--- src/hdl/bus_matrix_pkg.sv ---
// Constants, types and register map of the bus matrix configuration block
// How it works
// - Shared bus unmapped access raises bus error only when its enable is set
// - Debug unit unmapped access raises bus error only when its enable is set
// - DMA unmapped access raises bus error only when its enable is set
// - CPU data unmapped access errors when enabled, never while in debug mode
// - CPU fetch unmapped access errors when enabled, never while in debug mode
// - Wait-state bit adds one setup cycle to CPU accesses of data RAM
// - Arbitration field codes 000, 001, 010 pick modes 0, 1, 2; 1 default
// - Reset sets all five error enables, wait state, and arbitration 001
// - Bits 31-21, 15-7 and 5-3 ignore writes and read as zero
package bus_matrix_pkg;

	localparam int N_INIT = 5;

	// Initiator indices; error enable bit is ERR_EN_LSB plus the index
	localparam int INIT_CPU_INSTR = 0;
	localparam int INIT_CPU_DATA = 1;
	localparam int INIT_DMA = 2;
	localparam int INIT_DEBUG = 3;
	localparam int INIT_SHARED = 4;

	// Register byte offsets
	localparam logic [11:0] OFF_CONFIG = 12'h000;
	localparam logic [11:0] OFF_STATUS = 12'h004;
	localparam logic [11:0] OFF_MASK = 12'h008;
	localparam logic [11:0] OFF_ERR_ADDR = 12'h00C;

	// Configuration register layout
	localparam int ERR_EN_LSB = 16;
	localparam int BIT_ERR_CPU_INSTR = 16;
	localparam int BIT_ERR_CPU_DATA = 17;
	localparam int BIT_ERR_DMA = 18;
	localparam int BIT_ERR_DEBUG = 19;
	localparam int BIT_ERR_SHARED = 20;
	localparam int BIT_RAM_WAIT = 6;
	localparam int ARB_LSB = 0;
	localparam int ARB_W = 3;
	localparam logic [31:0] CONFIG_RESET = 32'h001F_0041;
	localparam logic [31:0] CONFIG_WMASK = 32'h001F_0047;

	// Arbitration codes
	localparam logic [2:0] ARB_CODE_MODE0 = 3'h0;
	localparam logic [2:0] ARB_CODE_MODE1 = 3'h1;
	localparam logic [2:0] ARB_CODE_MODE2 = 3'h2;

	// Status and mask: one bit per initiator, bit index equals initiator index
	localparam logic [N_INIT-1:0] STATUS_RESET = 5'h00;
	localparam logic [N_INIT-1:0] MASK_RESET = 5'h00;
	localparam logic [31:0] ERR_ADDR_RESET = 32'h0000_0000;

	// Address map of the targets
	localparam logic [31:0] RAM_BASE = 32'h0000_0000;
	localparam logic [31:0] RAM_SIZE = 32'h0000_8000;
	localparam logic [31:0] FLASH_BASE = 32'h1000_0000;
	localparam logic [31:0] FLASH_SIZE = 32'h0002_0000;
	localparam logic [31:0] PERIPH_BASE = 32'h4000_0000;
	localparam logic [31:0] PERIPH_SIZE = 32'h0010_0000;

	// Extra address setup cycles on CPU data RAM access
	localparam logic [1:0] RAM_WAIT_CYCLES = 2'h1;

	typedef enum logic [1:0] {
		TGT_RAM,
		TGT_FLASH,
		TGT_PERIPH,
		TGT_NONE
	} target_t;

	typedef struct packed {
		logic valid;
		logic write;
		logic [31:0] addr;
	} init_req_t;

	typedef struct packed {
		logic [2:0] initiator;
		logic write;
		logic [31:0] addr;
		target_t sel;
	} tgt_access_t;

endpackage

--- src/hdl/matrix_arbiter.sv ---
// Arbiter that picks one of the requesting initiators by the selected mode
`timescale 1ns/10ps
`default_nettype none
module matrix_arbiter (
	// Clock and reset
	input wire logic clk,
	input wire logic rstn,
	// Requests and mode
	input wire logic [bus_matrix_pkg::N_INIT-1:0] req,
	input wire logic [2:0] mode,
	input wire logic take,
	// Grant
	output logic any,
	output logic [2:0] gnt
);
	logic [2:0] last;

	// Mode 0: lowest index wins; mode 2: highest index wins;
	// mode 1: round robin after the last winner. Reserved codes act as
	// mode 1 so the matrix never locks up on a bad setting.
	always_comb begin
		int idx;
		gnt = 3'h0;
		any = |req;
		idx = 0;
		unique case (mode)
			bus_matrix_pkg::ARB_CODE_MODE0: begin
				for (int i = bus_matrix_pkg::N_INIT - 1; i >= 0; i--) begin
					if (req[i]) gnt = 3'(i);
				end
			end
			bus_matrix_pkg::ARB_CODE_MODE2: begin
				for (int i = 0; i < bus_matrix_pkg::N_INIT; i++) begin
					if (req[i]) gnt = 3'(i);
				end
			end
			default: begin
				for (int k = bus_matrix_pkg::N_INIT; k >= 1; k--) begin
					idx = (int'(last) + k) % bus_matrix_pkg::N_INIT;
					if (req[idx]) gnt = 3'(idx);
				end
			end
		endcase
	end

	always_ff @(posedge clk) begin
		if (!rstn) begin
			last <= 3'(bus_matrix_pkg::N_INIT - 1);
		end else if (take && any) begin
			last <= gnt;
		end
	end
endmodule // matrix_arbiter
`default_nettype wire

--- src/hdl/bus_matrix_config.sv ---
// Bus matrix: APB configuration, arbitration, decode and error reporting
//
// The APB slave port and the placing of the registers were decided locally.
`timescale 1ns/10ps
`default_nettype none
module bus_matrix_config (
	// Clock and reset
	input wire logic clk,
	input wire logic rstn,
	// APB slave
	input wire logic psel,
	input wire logic penable,
	input wire logic pwrite,
	input wire logic [11:0] paddr,
	input wire logic [31:0] pwdata,
	output logic [31:0] prdata,
	output logic pready,
	output logic pslverr,
	// Initiators
	input wire bus_matrix_pkg::init_req_t [bus_matrix_pkg::N_INIT-1:0] init_req,
	input wire logic cpu_debug_mode,
	output logic [bus_matrix_pkg::N_INIT-1:0] init_done,
	output logic [bus_matrix_pkg::N_INIT-1:0] init_bus_err,
	// Target side
	output bus_matrix_pkg::tgt_access_t tgt_access,
	output logic tgt_strobe,
	// Interrupt
	output logic irq
);
	typedef enum logic [1:0] {
		ST_IDLE,
		ST_SETUP,
		ST_ACCESS
	} state_t;

	state_t state;
	logic [31:0] bus_matrix_config;
	logic [bus_matrix_pkg::N_INIT-1:0] status;
	logic [bus_matrix_pkg::N_INIT-1:0] mask;
	logic [31:0] err_addr;
	// Decoded fields of the configuration word
	logic [bus_matrix_pkg::N_INIT-1:0] err_en_vec;
	logic err_en_shared_bus;
	logic err_en_debug_unit;
	logic err_en_dma;
	logic err_en_cpu_data;
	logic err_en_cpu_instr;
	logic ram_wait_state;
	logic [2:0] arb_mode_sel;

	logic [bus_matrix_pkg::N_INIT-1:0] req_vec;
	logic arb_any;
	logic [2:0] arb_gnt;
	logic [2:0] cur_init;
	logic cur_write;
	logic [31:0] cur_addr;
	bus_matrix_pkg::target_t cur_sel;
	bus_matrix_pkg::target_t next_sel;
	logic [1:0] wait_cnt;
	logic need_wait;
	logic report_err;
	logic [bus_matrix_pkg::N_INIT-1:0] err_event;

	logic apb_write;
	logic apb_read;
	logic addr_hit;

	// Per-register selects and strobes
	logic sel_config;
	logic sel_status;
	logic sel_mask;
	logic sel_err_addr;
	logic cfg_wr;
	logic mask_wr;
	logic status_clr;
	logic [31:0] cfg_view;

	// Field view of the configuration register
	assign err_en_cpu_instr = bus_matrix_config[bus_matrix_pkg::BIT_ERR_CPU_INSTR];
	assign err_en_cpu_data = bus_matrix_config[bus_matrix_pkg::BIT_ERR_CPU_DATA];
	assign err_en_dma = bus_matrix_config[bus_matrix_pkg::BIT_ERR_DMA];
	assign err_en_debug_unit = bus_matrix_config[bus_matrix_pkg::BIT_ERR_DEBUG];
	assign err_en_shared_bus = bus_matrix_config[bus_matrix_pkg::BIT_ERR_SHARED];
	assign ram_wait_state = bus_matrix_config[bus_matrix_pkg::BIT_RAM_WAIT];
	assign arb_mode_sel =
		bus_matrix_config[bus_matrix_pkg::ARB_LSB +: bus_matrix_pkg::ARB_W];

	// CPU enables drop out while the core is halted in debug
	always_comb begin
		err_en_vec = '0;
		err_en_vec[bus_matrix_pkg::INIT_CPU_INSTR] =
			err_en_cpu_instr & ~cpu_debug_mode;
		err_en_vec[bus_matrix_pkg::INIT_CPU_DATA] =
			err_en_cpu_data & ~cpu_debug_mode;
		err_en_vec[bus_matrix_pkg::INIT_DMA] = err_en_dma;
		err_en_vec[bus_matrix_pkg::INIT_DEBUG] = err_en_debug_unit;
		err_en_vec[bus_matrix_pkg::INIT_SHARED] = err_en_shared_bus;
	end

	// APB decode; zero wait states, pready always high
	assign pready = 1'b1;
	assign apb_write = psel & penable & pwrite;
	assign apb_read = psel & penable & ~pwrite;
	assign sel_config = paddr == bus_matrix_pkg::OFF_CONFIG;
	assign sel_status = paddr == bus_matrix_pkg::OFF_STATUS;
	assign sel_mask = paddr == bus_matrix_pkg::OFF_MASK;
	assign sel_err_addr = paddr == bus_matrix_pkg::OFF_ERR_ADDR;
	assign addr_hit = sel_config | sel_status | sel_mask | sel_err_addr;
	assign pslverr = psel & penable & ~addr_hit;

	// Error address is read-only, so it has no write strobe
	assign cfg_wr = apb_write & sel_config;
	assign mask_wr = apb_write & sel_mask;
	assign status_clr = apb_write & sel_status;

	// Read image rebuilt from the fields so unused bits cannot leak
	assign cfg_view = {11'h000, err_en_shared_bus, err_en_debug_unit,
		err_en_dma, err_en_cpu_data, err_en_cpu_instr, 9'h000,
		ram_wait_state, 3'h0, arb_mode_sel};

	always_comb begin
		prdata = 32'h0000_0000;
		if (apb_read) begin
			unique case (paddr)
				bus_matrix_pkg::OFF_CONFIG: prdata = cfg_view;
				bus_matrix_pkg::OFF_STATUS: prdata = {27'h0, status};
				bus_matrix_pkg::OFF_MASK: prdata = {27'h0, mask};
				bus_matrix_pkg::OFF_ERR_ADDR: prdata = err_addr;
				default: prdata = 32'h0000_0000;
			endcase
		end
	end

	// Only implemented bits store; the rest stay zero
	always_ff @(posedge clk) begin
		if (!rstn) begin
			bus_matrix_config <= bus_matrix_pkg::CONFIG_RESET;
		end else if (cfg_wr) begin
			bus_matrix_config <= pwdata & bus_matrix_pkg::CONFIG_WMASK;
		end
	end

	always_ff @(posedge clk) begin
		if (!rstn) begin
			mask <= bus_matrix_pkg::MASK_RESET;
		end else if (mask_wr) begin
			mask <= pwdata[bus_matrix_pkg::N_INIT-1:0];
		end
	end

	// Write one to clear; a new error in the same cycle wins
	always_ff @(posedge clk) begin
		if (!rstn) begin
			status <= bus_matrix_pkg::STATUS_RESET;
		end else begin
			if (status_clr) begin
				status <= (status & ~pwdata[bus_matrix_pkg::N_INIT-1:0])
					| err_event;
			end else begin
				status <= status | err_event;
			end
		end
	end

	assign irq = |(status & mask);

	// Arbitration; an initiator just answered is held off one cycle
	// because it still shows its old request while it sees done
	always_comb begin
		for (int i = 0; i < bus_matrix_pkg::N_INIT; i++) begin
			req_vec[i] = init_req[i].valid & ~init_done[i];
		end
	end

	matrix_arbiter arb (
		.clk(clk),
		.rstn(rstn),
		.req(req_vec),
		.mode(arb_mode_sel),
		.take(state == ST_IDLE),
		.any(arb_any),
		.gnt(arb_gnt)
	);

	// Address decode of the granted request
	always_comb begin
		logic [31:0] a;
		a = init_req[arb_gnt].addr;
		next_sel = bus_matrix_pkg::TGT_NONE;
		if (a - bus_matrix_pkg::RAM_BASE < bus_matrix_pkg::RAM_SIZE) begin
			next_sel = bus_matrix_pkg::TGT_RAM;
		end else if (a - bus_matrix_pkg::FLASH_BASE <
			bus_matrix_pkg::FLASH_SIZE) begin
			next_sel = bus_matrix_pkg::TGT_FLASH;
		end else if (a - bus_matrix_pkg::PERIPH_BASE <
			bus_matrix_pkg::PERIPH_SIZE) begin
			next_sel = bus_matrix_pkg::TGT_PERIPH;
		end
	end

	// Only CPU ports pay the RAM setup cycle
	assign need_wait = ram_wait_state &&
		next_sel == bus_matrix_pkg::TGT_RAM &&
		(arb_gnt == 3'(bus_matrix_pkg::INIT_CPU_INSTR) ||
		arb_gnt == 3'(bus_matrix_pkg::INIT_CPU_DATA));

	// Sequencer: optional RAM setup cycle, then one access cycle
	always_ff @(posedge clk) begin
		if (!rstn) begin
			state <= ST_IDLE;
			wait_cnt <= 2'h0;
		end else begin
			unique case (state)
				ST_IDLE: begin
					if (arb_any) begin
						if (need_wait) begin
							state <= ST_SETUP;
							wait_cnt <= bus_matrix_pkg::RAM_WAIT_CYCLES;
						end else begin
							state <= ST_ACCESS;
						end
					end
				end
				ST_SETUP: begin
					wait_cnt <= wait_cnt - 2'h1;
					if (wait_cnt == 2'h1) state <= ST_ACCESS;
				end
				ST_ACCESS: begin
					state <= ST_IDLE;
				end
				// Unused state code falls back to idle
				default: begin
					state <= ST_IDLE;
				end
			endcase
		end
	end

	// Latch the granted request; held until the access cycle ends
	always_ff @(posedge clk) begin
		if (!rstn) begin
			cur_init <= 3'h0;
			cur_write <= 1'b0;
			cur_addr <= 32'h0000_0000;
			cur_sel <= bus_matrix_pkg::TGT_NONE;
		end else if (state == ST_IDLE && arb_any) begin
			cur_init <= arb_gnt;
			cur_write <= init_req[arb_gnt].write;
			cur_addr <= init_req[arb_gnt].addr;
			cur_sel <= next_sel;
		end
	end

	// Enable sampled at the access cycle so a debug entry mid-wait counts
	assign report_err = cur_sel == bus_matrix_pkg::TGT_NONE &&
		err_en_vec[cur_init];
	always_comb begin
		err_event = '0;
		if (state == ST_ACCESS && report_err) begin
			err_event[cur_init] = 1'b1;
		end
	end

	// Every granted access ends with done, mapped or not; error only
	// when the initiator's enable lets it through
	always_ff @(posedge clk) begin
		if (!rstn) begin
			init_done <= '0;
			init_bus_err <= '0;
		end else begin
			init_done <= '0;
			init_bus_err <= '0;
			if (state == ST_ACCESS) begin
				init_done[cur_init] <= 1'b1;
				init_bus_err <= err_event;
			end
		end
	end

	// Unmapped accesses never reach a target
	always_ff @(posedge clk) begin
		if (!rstn) begin
			tgt_strobe <= 1'b0;
			tgt_access <= '{3'h0, 1'b0, 32'h0000_0000,
				bus_matrix_pkg::TGT_NONE};
		end else begin
			tgt_strobe <= state == ST_ACCESS &&
				cur_sel != bus_matrix_pkg::TGT_NONE;
			if (state == ST_ACCESS) begin
				tgt_access <= '{cur_init, cur_write, cur_addr, cur_sel};
			end
		end
	end

	// Last reported error address, for software triage
	always_ff @(posedge clk) begin
		if (!rstn) begin
			err_addr <= bus_matrix_pkg::ERR_ADDR_RESET;
		end else if (|err_event) begin
			err_addr <= cur_addr;
		end
	end
endmodule // bus_matrix_config
`default_nettype wire

--- config.mk ---
export PLATFORM = sky130hd
export DESIGN_NAME = bus_matrix_config
export DESIGN_NICKNAME = d
export VERILOG_FILES = /design/src/hdl/bus_matrix_pkg.sv /design/src/hdl/matrix_arbiter.sv /design/src/hdl/bus_matrix_config.sv
export SDC_FILE = /design/constraint.sdc
export NUM_CORES = 1
export LEC_CHECK = 0
export ABC_CLOCK_PERIOD_IN_PS = 6150
export BUFFER_PORTS_ARGS = -buffer_cell sky130_fd_sc_hd__buf_2
export CAP_MARGIN = 20
export CORE_ASPECT_RATIO = 0.9
export CORE_MARGIN = 2
export CORE_UTILIZATION = 28
export CTS_CLUSTER_SIZE = 28
export DETAILED_ROUTE_END_ITERATION = 12
export PLACE_DENSITY = 0.52
export SLEW_MARGIN = 15
export SYNTH_ARGS = -nofsm -noshare
export SYNTH_HDL_FRONTEND = slang
export SYNTH_HIERARCHICAL = 1
export SYNTH_SLANG_ARGS = --single-unit
--- constraint.sdc ---
create_clock -name clk -period 6.15 [get_ports clk]
set_input_delay 1.5375 -clock clk [delete_from_list [all_inputs] [get_ports clk]]
set_output_delay 1.5375 -clock clk [all_outputs]
set_load 0.03 [all_outputs]
==> results_dict.tcl <==
set metrics [dict create \
    status "finished clean" \
    r2r_start "arb/last[0]" \
    worst-path-max-fanout 29 \
    syn_nets 1352 \
    r2r_slack_ns 0.34 \
    yosys.area.top_type "dfxtp_1" \
    firstDrtPassIters 5 \
    fin_nets 1638 \
    grt_max_degree 67 \
    insertion_delay_ns 0.43 \
    slew_violations 0 \
    synth_mux_area_share_pct 15.0 \
    power.density_mw_per_mm2 799 \
    clkSinkCount 145 \
    power_frac_seq_pct 13.6 \
    reg2reg_depth 30 \
    fin_hold_ws_ns 0.452 \
    synth_top_area_share_pct 32.2 \
    p_sw_uw 4430 \
    netlist_area_mm2 0.00900 \
    num_rows 62 \
    gr-max-usage-layer "met2" \
    arrival_ns 6.12 \
    worstMarginPinSlew_ns 0.998 \
    postSynthCellCount 1102 \
    numCtsBuffers 17 \
    fin_total_pwr_uw 9450 \
    critPathKind "reg2reg" \
    synth_ff_type "dfxtp_1" \
    grt_util_met1_pct 24.2 \
    num_io_pins 304 \
    ys_seq_area_share_pct 32.2 \
    cpLargestDelayFamily "compound AO/OA/AOI/OAI gates" \
    netlist_top_cells_count "dfxtp_1 (145), nand2_1 (145), nor2_1 (131)" \
    p_int_uw 5010 \
    synth-seq-cells 145 \
    dp_slack_ns 0.0583 \
    post-dp-hpwl_um 25200 \
    ir_worst_vdd_uv 594 \
    critPathMaxStageDelay_ns 0.48 \
    core_mm2 0.0318 \
    postRouteAntennaNets 0 \
    avgSynthCellArea_um2 8.17 \
    gp_congestion 0.870 \
    netSwitchingFraction_pct 46.9 \
    remaining_drc_errors 0 \
    avgRoutedWirePerCell_um 18.0 \
    hold_depth 2 \
    placed_cell_area_mm2 0.0111 \
    synth_compound_area_share_pct 18.6 \
    grt_overflow_total 0 \
    yosysWarnings 6 \
    cts_root_buf "clkbuf_16" \
    synth-edff-count 0 \
    initial_utilization_pct 28.3 \
    synth-xor-area-share_pct 1.04 \
    cp_num_buf_inv 7 \
    grt_util_met2_pct 33.6 \
    crit_slowest_cell "or3b_2" \
    r2r-end "wait_cnt[1]" \
    seqCellArea_mm2 0.00290 \
    antenna_found_initial 0 \
    hold_viol 0 \
    routed_via_density 4.99 \
    clk_pin_slew_worst_paths_ns 0.07 \
    first_global_vias 9061 \
    synth_fa_ha_area_share_pct 4.25 \
    max_freq_mhz 172 \
    area_growth_pct 31.2 \
    pwr-share-clk_pct 11.6 \
    power_frac_comb_pct 74.8 \
    tritoncts "yes" \
    dp.cells 1779 \
    die_h_um 174 \
    netlist_top_cells_area "dfxtp_1 (32%), mux2i_1 (8.9%), nand2_1 (6.0%)" \
    min_path_type "reg2reg" \
    fin_ws_ns 0.344 \
    setup_viol 0 \
    fin_crit_sh_pct 94.4 \
    multi_input_comb_area_mm2 0.00571 \
    synth-simple-area-share_pct 23.3 \
    period_needed_ns 5.81 \
    slew-limit-headroom_pct 33.2 \
    die_width_um 193 \
    htreeDepth 4 \
    min_from "tgt_access[21]" \
    start_kind "flip-flop" \
    portBuffers 281 \
    end_kind "flip-flop" \
    use_met3_pct 4.54 \
    yosys.cell_types.count 85 \
    async_reset_ff_share_pct 0 \
    fillCellCount 3365 \
    critPathRequiredTime_ns 6.46 \
    drv_cap 0 \
    clock_path_buffers 2 \
    vias 9078 \
    drtIter0Drc 419 \
    synth_top_family_by_area "simple AND/OR/NAND/NOR gates" \
    skew_ns 0.0123 \
    die-area_mm2 0.0336 \
    wirelength_um 32700 \
    fin_cells 1818 \
    min_to "tgt_access[21]" \
    p_leak_uw 0.00540 \
    grt_pass1_wl_um 50100 \
    drive_gt1_share_pct 33.3 \
    grt_use_total_pct 19.4 \
    fin_area_mm2 0.0118 \
]
-- layer usage --
metal / routed length (um) / vias up / share of wire (%)
met3: 1770 / 22 / 5.4
met2: 16100 / 249 / 49
met1: 14300 / 4306 / 44
met5: 0 / - / 0
li1: - / 4501 / -
met4: 477 / 0 / 1.5
-- area by class of cell --
cell class                      count  area share (%)
Tap cell                          416            4.40
Multi-Input combinational cell    848            48.3
Sequential cell                   145            24.6
Clock inverter                     12            1.46
Timing Repair Buffer              351            16.6
Clock buffer                       20            3.78
Antenna cell                        1          0.0212
Inverter                           25           0.836
-- layout by cell type, fill, tap and decap left out, types with 11 or more instances in the layout --
cell type  count
ha_1          27
mux2_2        16
nand2_1      144
dfxtp_1      144
nor3_1        23
nand3_1       27
nand2b_1      12
o221ai_1      15
o21ai_0       42
a211oi_1      11
a22oi_1       13
nor2b_1       17
mux2i_1       80
mux4_2        14
clkbuf_16     17
and2_1        25
nor2_1       130
buf_2        281
buf_4         66
a21oi_1       82
inv_1         22
-- per-stage QoR --
stage	utilization [%]	TNS, ns
floorplan	-	0
global placement	34.8	0
detailed placement	34.8	0
CTS	36.7	0
global route	37.1	-0.0209
finish	37.2	0
-- state kept, by name, indices dropped and copies added (netlist names) --
| name | cells |
|---|---|
| cur_init | 3 |
| mask | 5 |
| cur_sel | 2 |
| init_done | 5 |
| err_addr | 32 |
| arb/last | 3 |
| cur_write | 1 |
| tgt_strobe | 1 |
| state | 2 |
| status | 5 |
| cur_addr | 32 |
| wait_cnt | 2 |
| init_bus_err | 5 |
| bus_matrix_config | 9 |
| tgt_access | 38 |
-- power groups by stage --
stage,logic (uW),clock network [uW],registers [uW]
global placement,6660,0,1310
CTS,6760,1130,1300
global route,7670,1160,1310
finish,7060,1100,1280
detailed placement,6740,0,1320
floorplan,4580,0,1270
-- worst reg2reg max path: cells and delay by family, from the launching register on --
| family | cells | cell delay, ns |
|---|---|---|
| AOI/OAI and AO/OA | 11 | 1.99 |
| xor gates and xnor gates | 1 | 0.21 |
| adders and majority gates | 3 | 0.65 |
| buffers and inverters | 7 | 0.96 |
| DFF | 1 | 0.35 |
| and+or+nand+nor | 8 | 1.51 |
-- how the worst max path moves through the flow --
stage | start | to | slack, ns | cells after the start
after global routing | arb/last[0] | wait_cnt[1] | -0.02 | 29
after global placement | arb/last[0] | cur_sel[0] | 0.15 | 27
after CTS | arb/last[0] | wait_cnt[1] | 0.03 | 28
after detailed placement | arb/last[0] | wait_cnt[1] | 0.06 | 28
after floorplan | arb/last[0] | wait_cnt[1] | 0.04 | 30
final | arb/last[0] | wait_cnt[1] | 0.34 | 30
-- cells by family after synthesis --
logic type | count (synthesis)
other | 1
XOR/XNOR | 9
AND/OR/NAND/NOR | 441
buffers and inverters | 110
flip-flops | 145
adder cells (fa/ha/maj) | 30
AO/OA/AOI/OAI | 253
multiplexers | 113
-- timing repair --
action | 4_1_cts | 5_1_grt
hold buffers | 0 | 0
setup buffers | 0 | 5
endpoints found under the setup margin | 0 | 9
resized for setup | 0 | 18
(Power assumes the default switching activity.)
